File: src/logic/ieb_pkg.sv
// Package: register map, field masks, state and carrier types of the interrupt enable bank.
// Notes on behaviour
// - A source flag is set whenever its peripheral event occurs, whatever its enable bit holds.
// - A set flag stays set until software clears it; hardware never clears it by itself.
// - Every implemented enable bit is read/write and is zero after any reset.
// - Unimplemented bits, bit 4 of the fifth enable register, ignore writes and read as zero.
package ieb_pkg;

  localparam int unsigned NUM_REGS = 7;
  localparam int unsigned REG_W    = 8;
  localparam int unsigned ADDR_W   = 8;

  typedef logic [NUM_REGS-1:0][REG_W-1:0] ieb_bank_t;
  typedef logic [NUM_REGS-1:0]            ieb_sel_t;

  ////////////////////////////////////////////////////////////////////////////////////////////
  // Register map: one byte register per address.
  localparam logic [ADDR_W-1:0] ENABLE_BASE  = 8'h00;
  localparam logic [ADDR_W-1:0] FLAG_BASE    = 8'h08;
  localparam logic [ADDR_W-1:0] PENDING_BASE = 8'h10;

  localparam int unsigned SYSTEM_EVENT_IDX   = 0;
  localparam int unsigned MEASURE_ANALOG_IDX = 1;
  localparam int unsigned SERIAL_DMA1_IDX    = 2;
  localparam int unsigned TIMER0_UART1_IDX   = 3;
  localparam int unsigned LOGIC_TIMER_IDX    = 4;
  localparam int unsigned I2C2_DMA2_IDX      = 5;
  localparam int unsigned TIMER3_UART2_IDX   = 6;

  ////////////////////////////////////////////////////////////////////////////////////////////
  // Field positions of selected enable bits.
  localparam int unsigned PIN_CHANGE_IRQ_EN     = 7;
  localparam int unsigned CHECKSUM_IRQ_EN       = 6;
  localparam int unsigned MEMORY_SCANNER_IRQ_EN = 5;
  localparam int unsigned NONVOLATILE_IRQ_EN    = 4;
  localparam int unsigned CLOCK_SWITCH_IRQ_EN   = 3;
  localparam int unsigned OSC_FAIL_IRQ_EN       = 2;
  localparam int unsigned VOLTAGE_DETECT_IRQ_EN = 1;
  localparam int unsigned SOFTWARE_IRQ_EN       = 0;
  localparam int unsigned EXT_PIN0_IRQ_EN       = 0;
  localparam int unsigned DMA1_ABORT_IRQ_EN     = 3;
  localparam int unsigned TIMER0_IRQ_EN         = 7;
  localparam int unsigned UART1_IRQ_EN          = 6;
  localparam int unsigned I2C1_IRQ_EN           = 1;
  localparam int unsigned UNIMPL_BIT            = 4;

  ////////////////////////////////////////////////////////////////////////////////////////////
  // Implemented bits and reset values.
  localparam logic [REG_W-1:0] FULL_MASK        = 8'hFF;
  localparam logic [REG_W-1:0] LOGIC_TIMER_MASK = 8'hEF;
  localparam ieb_bank_t IMPL_MASK = {FULL_MASK, FULL_MASK, LOGIC_TIMER_MASK, FULL_MASK,
                                     FULL_MASK, FULL_MASK, FULL_MASK};
  localparam logic [REG_W-1:0] ENABLE_RESET = 8'h00;
  localparam logic [REG_W-1:0] FLAG_RESET   = 8'h00;
  localparam logic [REG_W-1:0] READ_IDLE    = 8'h00;
  localparam ieb_bank_t ENABLE_BANK_RESET = {NUM_REGS{ENABLE_RESET}};
  localparam ieb_bank_t FLAG_BANK_RESET   = {NUM_REGS{FLAG_RESET}};

  ////////////////////////////////////////////////////////////////////////////////////////////
  // Carriers and module state.
  typedef struct packed {
    logic              wr;
    logic              rd;
    logic [ADDR_W-1:0] addr;
    logic [REG_W-1:0]  wdata;
  } ieb_bus_req_t;

  typedef struct packed {
    ieb_bank_t        en;
    logic [REG_W-1:0] rd_data;
    logic             started;
  } ieb_ctrl_st_t;

  typedef struct packed {
    ieb_bank_t flag;
  } ieb_flag_st_t;

  typedef struct packed {
    ieb_bank_t req;
    logic      irq;
  } ieb_gate_st_t;

  // One-hot select of the register that an address hits within a bank of seven.
  function automatic ieb_sel_t ieb_decode(input logic [ADDR_W-1:0] addr,
                                          input logic [ADDR_W-1:0] base);
    ieb_sel_t sel;
    sel = '0;
    for (int i = 0; i < NUM_REGS; i++)
    begin
      if (addr == base + ADDR_W'(i))
      begin
        sel[i] = 1'b1;
      end
    end
    return sel;
  endfunction : ieb_decode

endpackage : ieb_pkg

File: src/logic/ieb_flag_bank.sv
// Sticky source flags: set by peripheral events, cleared by software write-one.
`timescale 1ns/1ps
module ieb_flag_bank
  import ieb_pkg::*;
(
  input  logic                 clk,
  input  logic                 rst_n,
  input  ieb_pkg::ieb_bank_t   set_bank,
  input  ieb_pkg::ieb_bank_t   clr_bank,
  output ieb_pkg::ieb_bank_t   flags
);

  ieb_flag_st_t st;
  ieb_flag_st_t next_st;

  // The set term is applied after the clear so an event in the clearing cycle is kept.
  always_comb
  begin
    next_st      = st;
    next_st.flag = ((st.flag & ~clr_bank) | set_bank) & IMPL_MASK;
  end

  always_ff @(posedge clk or negedge rst_n)
  begin
    if (!rst_n)
    begin
      st.flag <= FLAG_BANK_RESET;
    end
    else
    begin
      st <= next_st;
    end
  end

  assign flags = st.flag;

endmodule : ieb_flag_bank

File: src/logic/ieb_req_gate.sv
// Request gating: each flag passes only under its enable; all of them merge into one line.
`timescale 1ns/1ps
module ieb_req_gate
  import ieb_pkg::*;
(
  input  logic                 clk,
  input  logic                 rst_n,
  input  ieb_pkg::ieb_bank_t   flags,
  input  ieb_pkg::ieb_bank_t   enables,
  output ieb_pkg::ieb_bank_t   req,
  output logic                 irq
);

  ieb_gate_st_t st;
  ieb_gate_st_t next_st;

  always_comb
  begin
    next_st     = st;
    next_st.req = flags & enables;
    next_st.irq = |(flags & enables);
  end

  always_ff @(posedge clk or negedge rst_n)
  begin
    if (!rst_n)
    begin
      st <= '0;
    end
    else
    begin
      st <= next_st;
    end
  end

  assign req = st.req;
  assign irq = st.irq;

endmodule : ieb_req_gate

File: src/logic/ieb_irq_enable_bank.sv
// Top of the interrupt enable bank: register port, enable storage, flags and request gating.
//
// The register offsets and the strobed register port were left to the implementer.
`timescale 1ns/1ps
module ieb_irq_enable_bank
  import ieb_pkg::*;
(
  input  logic                       SYS_CLK,
  input  logic                       RST_N,
  input  ieb_pkg::ieb_bus_req_t      BUS_REQ,
  output logic [ieb_pkg::REG_W-1:0]  RD_DATA,
  input  ieb_pkg::ieb_bank_t         PERIPH_EVENT,
  output ieb_pkg::ieb_bank_t         IRQ_REQ,
  output logic                       IRQ
);

  ////////////////////////////////////////////////////////////////////////////////////////////
  // State and internal nets.

  ieb_ctrl_st_t     st;
  ieb_ctrl_st_t     next_st;
  ieb_sel_t         sel_en;
  ieb_sel_t         sel_flag;
  ieb_sel_t         sel_pend;
  ieb_bank_t        flags;
  ieb_bank_t        pending;
  ieb_bank_t        clr_bank;
  ieb_bank_t        event_bank;
  logic [REG_W-1:0] read_value;

  ////////////////////////////////////////////////////////////////////////////////////////////
  // Address decode.

  always_comb
  begin
    sel_en   = ieb_decode(BUS_REQ.addr, ENABLE_BASE);
    sel_flag = ieb_decode(BUS_REQ.addr, FLAG_BASE);
    sel_pend = ieb_decode(BUS_REQ.addr, PENDING_BASE);
  end

  // Events at unimplemented positions never reach a flag.
  always_comb
  begin
    event_bank = PERIPH_EVENT & IMPL_MASK;
    pending    = flags & st.en;
  end

  ////////////////////////////////////////////////////////////////////////////////////////////
  // Write-one-to-clear of the flags.

  always_comb
  begin
    clr_bank = '0;
    if (BUS_REQ.wr)
    begin
      for (int i = 0; i < NUM_REGS; i++)
      begin
        if (sel_flag[i])
        begin
          clr_bank[i] = BUS_REQ.wdata & IMPL_MASK[i];
        end
      end
    end
  end

  ////////////////////////////////////////////////////////////////////////////////////////////
  // Read multiplexer; an unmapped address reads as zero.

  always_comb
  begin
    read_value = READ_IDLE;
    for (int i = 0; i < NUM_REGS; i++)
    begin
      if (sel_en[i])
      begin
        read_value = st.en[i];
      end
      if (sel_flag[i])
      begin
        read_value = flags[i];
      end
      if (sel_pend[i])
      begin
        read_value = pending[i];
      end
    end
  end

  ////////////////////////////////////////////////////////////////////////////////////////////
  // Enable storage and read data register.

  always_comb
  begin
    next_st         = st;
    next_st.rd_data = READ_IDLE;
    next_st.started = 1'b1;
    if (BUS_REQ.wr)
    begin
      for (int i = 0; i < NUM_REGS; i++)
      begin
        if (sel_en[i])
        begin
          // Masking here keeps unimplemented bits at zero for good.
          next_st.en[i] = BUS_REQ.wdata & IMPL_MASK[i];
        end
      end
    end
    if (BUS_REQ.rd)
    begin
      next_st.rd_data = read_value;
    end
  end

  always_ff @(posedge SYS_CLK or negedge RST_N)
  begin
    if (!RST_N)
    begin
      st.en      <= ENABLE_BANK_RESET;
      st.rd_data <= READ_IDLE;
      st.started <= 1'b0;
    end
    else
    begin
      st <= next_st;
    end
  end

  assign RD_DATA = st.rd_data;

  ////////////////////////////////////////////////////////////////////////////////////////////
  // Flags and request gating.

  ieb_flag_bank u_flags
  (
    .clk      (SYS_CLK),
    .rst_n    (RST_N),
    .set_bank (event_bank),
    .clr_bank (clr_bank),
    .flags    (flags)
  );

  // The gate adds one cycle so that the request lines leave from flip-flops.
  ieb_req_gate u_gate
  (
    .clk     (SYS_CLK),
    .rst_n   (RST_N),
    .flags   (flags),
    .enables (st.en),
    .req     (IRQ_REQ),
    .irq     (IRQ)
  );

  genvar g;
  generate
    for (g = 0; g < NUM_REGS; g++)
    begin : g_en_chk

    end
  endgenerate
endmodule : ieb_irq_enable_bank

File: config.mk
export PLATFORM = sky130hd
export DESIGN_NAME = ieb_irq_enable_bank
export DESIGN_NICKNAME = d
export VERILOG_FILES = /design/src/logic/ieb_pkg.sv /design/src/logic/ieb_flag_bank.sv /design/src/logic/ieb_req_gate.sv /design/src/logic/ieb_irq_enable_bank.sv
export SDC_FILE = /design/constraint.sdc
export NUM_CORES = 1
export LEC_CHECK = 0
export BUFFER_PORTS_ARGS = -buffer_cell sky130_fd_sc_hd__buf_2
export CAP_MARGIN = 0
export CELL_PAD_IN_SITES_DETAIL_PLACEMENT = 0
export CELL_PAD_IN_SITES_GLOBAL_PLACEMENT = 2
export CORE_AREA = 2 2 153 215
export CTS_CLUSTER_DIAMETER = 40
export DETAILED_ROUTE_END_ITERATION = 10
export DIE_AREA = 0 0 155 217
export PLACE_DENSITY_LB_ADDON = 0.1
export SYNTH_ARGS = -nofsm -noshare
export SYNTH_HDL_FRONTEND = slang
export SYNTH_SLANG_ARGS = --single-unit
File: constraint.sdc
create_clock -name SYS_CLK -period 2.6 [get_ports SYS_CLK]
set_clock_uncertainty 0.1 [all_clocks]
set_input_delay 0.26 -clock SYS_CLK [delete_from_list [all_inputs] [get_ports SYS_CLK]]
set_output_delay 0.26 -clock SYS_CLK [all_outputs]
set_load 0.05 [all_outputs]
; Yosys cells after proc, flatten, opt, wreduce, memory -nomap -nowiden
; Cells that the tools add are included.
[word_totals]
regBits = 175
inputBits = 76
output_inout_bits = 65
word_cells = 107
[classes]
eq_ne = 20
n_mux = 51
n_bitwise = 4
n_reduce_logical = 9
[ops]
columns = op, n
row1 = $mux W8, 29
row2 = $and A56 B56 Y56, 2
row3 = $eq A8 B4 Y1 const B, 7
row4 = $eq A8 B5 Y1 const B, 7
row5 = $mux W56, 1
row6 = $not A56 Y56, 1
row7 = $or A56 B56 Y56, 1
row8 = $reduce_or A56 Y1, 1
row9 = $eq A8 B3 Y1 const B, 3
row10 = $mux W1, 21
row11 = $eq A8 B2 Y1 const B, 2
row12 = $reduce_and A2 Y1, 7
row13 = $eq A8 B1 Y1 const B, 1
row14 = $logic_not A8 Y1, 1

; Depth between registers and ports, before layout
[depth]
depth_word = 24
mapped_depth = 9
mapped_depth_nobuf = 6

; By module
; A second synthesis with hierarchy kept.
[hier_totals]
cells_unflattened = 873
area_unflattened_um2 = 8785.9
[modules_own_cells]
columns = mod, n_inst, cells_per_inst, area_per_inst_um2, seq_area_each_um2
row1 = ieb_irq_enable_bank, 1, 574, 4859.7, 1576.5
row2 = ieb_flag_bank, 1, 167, 2006.9, 1376.3
row3 = ieb_req_gate, 1, 132, 1919.3, 1426.4

; Worst setup path after synthesis
; OpenSTA, ideal clock, no wires.
[synth_timing]
path_kind = input to register
start = in BUS_REQ[12] (netlist bit)
end = reg st, in the netlist RD_DATA[0]
setup_time_ps = 67
arrival_time_ps = 1954
t_required_ps = 2433
path_slack_ps = 479
stages = 9
path_buffers = 3
path_cell_list = buf_2 or4_4 buf_6 nor3_4 buf_6 a21oi_2 a221o_1 a31oi_1 o221a_1
[synth_rtl]
columns = element, line
row1 = "start, declared", ieb_irq_enable_bank.sv:10  ; input ieb_pkg::ieb_bus_req_t BUS_REQ,
row2 = "end signal, assigned", ieb_irq_enable_bank.sv:124  ; st <= next_st;
row3 = "end, declared", ieb_irq_enable_bank.sv:20  ; ieb_ctrl_st_t st;

==> impl_metrics.env <==
export IMPL_finish_net_count=1184
export IMPL_cell_by_cell_trace_of_the_critical_path="and2_1 > or4_1 > or4b_1 > nor4_2 > buf_4 > nand2_1"
export IMPL_grt_antenna_before_repair=0
export IMPL_port_buffers=138
export IMPL_swShare_pct=28.63
export IMPL_final_area_mm2=0.01159
export IMPL_final_antenna_net_count=0
export IMPL_ys_warn_count=0
export IMPL_area_growth_synth_to_final_pct=37.40
export IMPL_worstMarginPinSlew_ns=0.7656
export IMPL_cap_viol_max_count=0
export IMPL_ys_types=69
export IMPL_grt_pass1_wl_um=54880
export IMPL_finalMaxSlewViolations=0
export IMPL_timing_critical_path_from_type="flip-flop"
export IMPL_critical_path_arrival_ns=2.76
export IMPL_insertion_delay_ns=0.46
export IMPL_synth_async_reset_ratio_pct=100.0
export IMPL_reg2reg_from="u_flags.flags[14]"
export IMPL_synthesis_nets=896
export IMPL_netlist_area_mm2=0.008437
export IMPL_synth_commonest_cells="sky130_fd_sc_hd__dfrtp_1, sky130_fd_sc_hd__nand2_1, sky130_fd_sc_hd__mux2_2, sky130_fd_sc_hd__a21o_1, sky130_fd_sc_hd__and2_1"
export IMPL_critical_path_top_delay_family="simple AND/OR/NAND/NOR gates"
export IMPL_worst_endpoint_required_ns=2.83
export IMPL_slew_limit_headroom_pct=48.57
export IMPL_clock_tree_root_cell="sky130_fd_sc_hd__clkbuf_16"
export IMPL_synth_yosys_seq_area_share_pct=51.61
export IMPL_overall_power_after_layout_mw=6.539
export IMPL_p_comb_share_pct=15.4
export IMPL_drtPass1Iterations=6
export IMPL_cp_slowest_stage_delay_ns=0.63
export IMPL_ctsLongestPathBuffers=2
export IMPL_timing_critical_path_from="u_flags.flags[14]"
export IMPL_seqPwrFrac_pct=43.5
export IMPL_cts_tree="yes"
export IMPL_synth_top_flop_cell="sky130_fd_sc_hd__dfrtp_1"
export IMPL_worstHoldStart="BUS_REQ[16]"
export IMPL_p_clk_share_pct=41.1
export IMPL_die_h_um=217
export IMPL_minimum_clock_period_ns=2.523
export IMPL_antenna_diode_count=0
export IMPL_synth_top_cell_by_area="sky130_fd_sc_hd__dfrtp_1"
export IMPL_critical_path_max_fanout=3
export IMPL_global_route_usage_over_all_layers_pct=22.98
export IMPL_cts_reportedPaths_clkPinSlew_ns=0.07
export IMPL_post_cts_setup_buffers=0
export IMPL_dieArea_mm2=0.03364
export IMPL_placedInstanceArea_mm2=0.01042
export IMPL_power_density_mw_per_mm2=564.1
export IMPL_setup_worst_path_end_class="flip-flop"
export IMPL_gpl_final_weighted_congestion=0.8951
export IMPL_drc_errors=0
export IMPL_synthTopCellsByArea="sky130_fd_sc_hd__dfrtp_1, sky130_fd_sc_hd__mux2_2, sky130_fd_sc_hd__a21o_1, sky130_fd_sc_hd__nand2_1, sky130_fd_sc_hd__and2_1"
export IMPL_class_of_the_tightest_hold_or_removal_check="in -> reg"
export IMPL_standby_leakage_power_nw=5.303
export IMPL_p_int_mw=4.667
export IMPL_core_rowCount=78
export IMPL_num_io_pins=141
export IMPL_grt_start_max_net_pins=61
export IMPL_timing_worst_setup_path_type="reg -> reg"
export IMPL_path_buf_inv=1
export IMPL_synth_enable_flop_cells=0
export IMPL_detail_route_iter0_violations=499
export IMPL_syn_area_cell_um2=10.29
export IMPL_num_vias=7663
export IMPL_viasPerCell=5.038
export IMPL_max_freq_ghz=0.3963
export IMPL_cts_max_level=4
export IMPL_outcome="finished, final reports clean"
export IMPL_rsz0062_at_grt="false"
export IMPL_cts_made_buffers=17
export IMPL_first_global_vias=7992
export IMPL_cts_sinks=174
export IMPL_avgRoutedWirePerCell_um=24.72
export IMPL_final_cycle_share_pct=97.05
export IMPL_drive_above_1_share_pct=33.54
export IMPL_core_area_mm2=0.03191
export IMPL_synthDominantCellAreaShare_pct=51.61
export IMPL_timing_critical_path_slowest_stage_cell="sky130_fd_sc_hd__or4b_1"
export IMPL_wirelength_um=37600
export IMPL_postLayoutCoreUtil_pct=36.32
export IMPL_die_w_um=155
export IMPL_power_switching_mw=1.872
export IMPL_setup_viol=0
export IMPL_netlist_instances=820
export IMPL_vdd_ir_drop_max_mv=0.3934
export IMPL_hold_viol=0
export IMPL_worst_hold_slack_ns=0.09349
export IMPL_yosys_register_bits=174
export IMPL_starting_utilization_of_the_core_area_pct=26.44
export IMPL_grt_overflow_total=0
export IMPL_leading_cell_type_by_number_of_instances_after_synthesis="sky130_fd_sc_hd__dfrtp_1"
export IMPL_place_hpwl_um=29000
-- sequential cells by signal, indices dropped and copies added, names as in the netlist --
name	flops
u_flags.flags	55
u_gate.req	55
st	55
u_gate.irq	1
RD_DATA	8
-- final cells by class --
| type | instances | area, um^2 |
|---|---|---|
| Clock buffer | 19 | 432.9 |
| Clock inverter | 13 | 165.2 |
| Fill cell | 3306 | 20320 |
| Inverter | 18 | 67.56 |
| Multi-Input combinational cell | 574 | 3781 |
| Sequential cell | 174 | 4354 |
| Tap cell | 400 | 500.5 |
| Timing Repair Buffer | 323 | 2291 |
-- through the flow --
| step | worst slack, ns | TNS (ns) | std cells |
|---|---|---|---|
| 4_1_cts | 0.05592 | 0 | 1521 |
| 3_3_place_gp | -0.05471 | -0.05471 | 1433 |
| 5_1_grt | 0.01914 | 0 | 1521 |
| 6_report | 0.07666 | 0 | 1521 |
| 2_1_floorplan | 0.4789 | 0 | 820 |
| 3_5_place_dp | -0.05836 | -0.05836 | 1433 |
-- placed cells by master (no fill, tap or decap), types with 10 or more instances in the layout --
| cell type | instances |
|---|---|
| sky130_fd_sc_hd__a21o_1 | 59 |
| sky130_fd_sc_hd__a21oi_1 | 38 |
| sky130_fd_sc_hd__a31oi_1 | 13 |
| sky130_fd_sc_hd__a32oi_1 | 10 |
| sky130_fd_sc_hd__and2_1 | 55 |
| sky130_fd_sc_hd__buf_2 | 137 |
| sky130_fd_sc_hd__buf_4 | 124 |
| sky130_fd_sc_hd__clkbuf_16 | 17 |
| sky130_fd_sc_hd__dfrtp_1 | 174 |
| sky130_fd_sc_hd__dlygate4sd3_1 | 56 |
| sky130_fd_sc_hd__inv_1 | 17 |
| sky130_fd_sc_hd__mux2_2 | 61 |
| sky130_fd_sc_hd__nand2_1 | 104 |
| sky130_fd_sc_hd__nand3_1 | 20 |
| sky130_fd_sc_hd__nor2_1 | 38 |
| sky130_fd_sc_hd__o211ai_1 | 11 |
| sky130_fd_sc_hd__o21ai_0 | 29 |
-- worst register-to-register path: cells and delay by family, from the launching register on --
kind | cells | cell delay (ns)
DFF | 1 | 0.42
buffers and inverters | 1 | 0.17
and+or+nand+nor | 5 | 1.71
-- layer usage --
| layer | up-vias | share of wire, % | track usage, % |
|---|---|---|---|
| li1 | 3532 | - | - |
| met1 | 3882 | 41 | 27.71 |
| met2 | 203 | 53 | 40.92 |
| met3 | 46 | 3.4 | 3.485 |
| met4 | 0 | 3.4 | 9.043 |
| met5 | - | 0 | 0 |
-- what timing repair did --
action | CTS | global route
endpoints found under the setup margin | 1 | 1
hold buffers | 56 | 0
hold endpoints to repair | 111 | 0
gates cloned | 0 | 0
resized for setup | 1 | 2
-- logic make-up (layout without fill, tap and decap cells) --
group | after synthesis | count (layout) | synth area share, %
XOR/XNOR | 1 | 1 | 0.1038
flip-flops | 174 | 174 | 51.61
multiplexers | 63 | 63 | 8.379
buffers and inverters | 72 | 373 | 3.915
AO/OA/AOI/OAI | 227 | 227 | 18.85
other | 1 | 1 | 0.04445
AND/OR/NAND/NOR | 282 | 282 | 17.10
-- final timing paths --
kind                                     endpoint  slack (ns)  cells after the start
worst max-delay path                   u_gate.irq        0.08                      6
worst min-delay path                   RD_DATA[0]        0.09                      2
worst max register to register         u_gate.irq        0.08                      6
worst min register to register  u_flags.flags[42]        0.40                      1
max in group asynchronous                  st[63]        1.46                      3
min in group asynchronous          u_gate.req[35]        0.25                      2
-- power by group through the flow --
stage | Combinational [mW] | Clock (mW) | Sequential [mW]
2_1_floorplan | 0.301 | 0 | 3.04
3_3_place_gp | 0.944 | 0 | 2.90
3_5_place_dp | 0.943 | 0 | 2.90
4_1_cts | 1.01 | 2.76 | 2.85
5_1_grt | 1.07 | 2.88 | 2.85
6_report | 1.01 | 2.69 | 2.85
(Power assumes the default switching activity.)
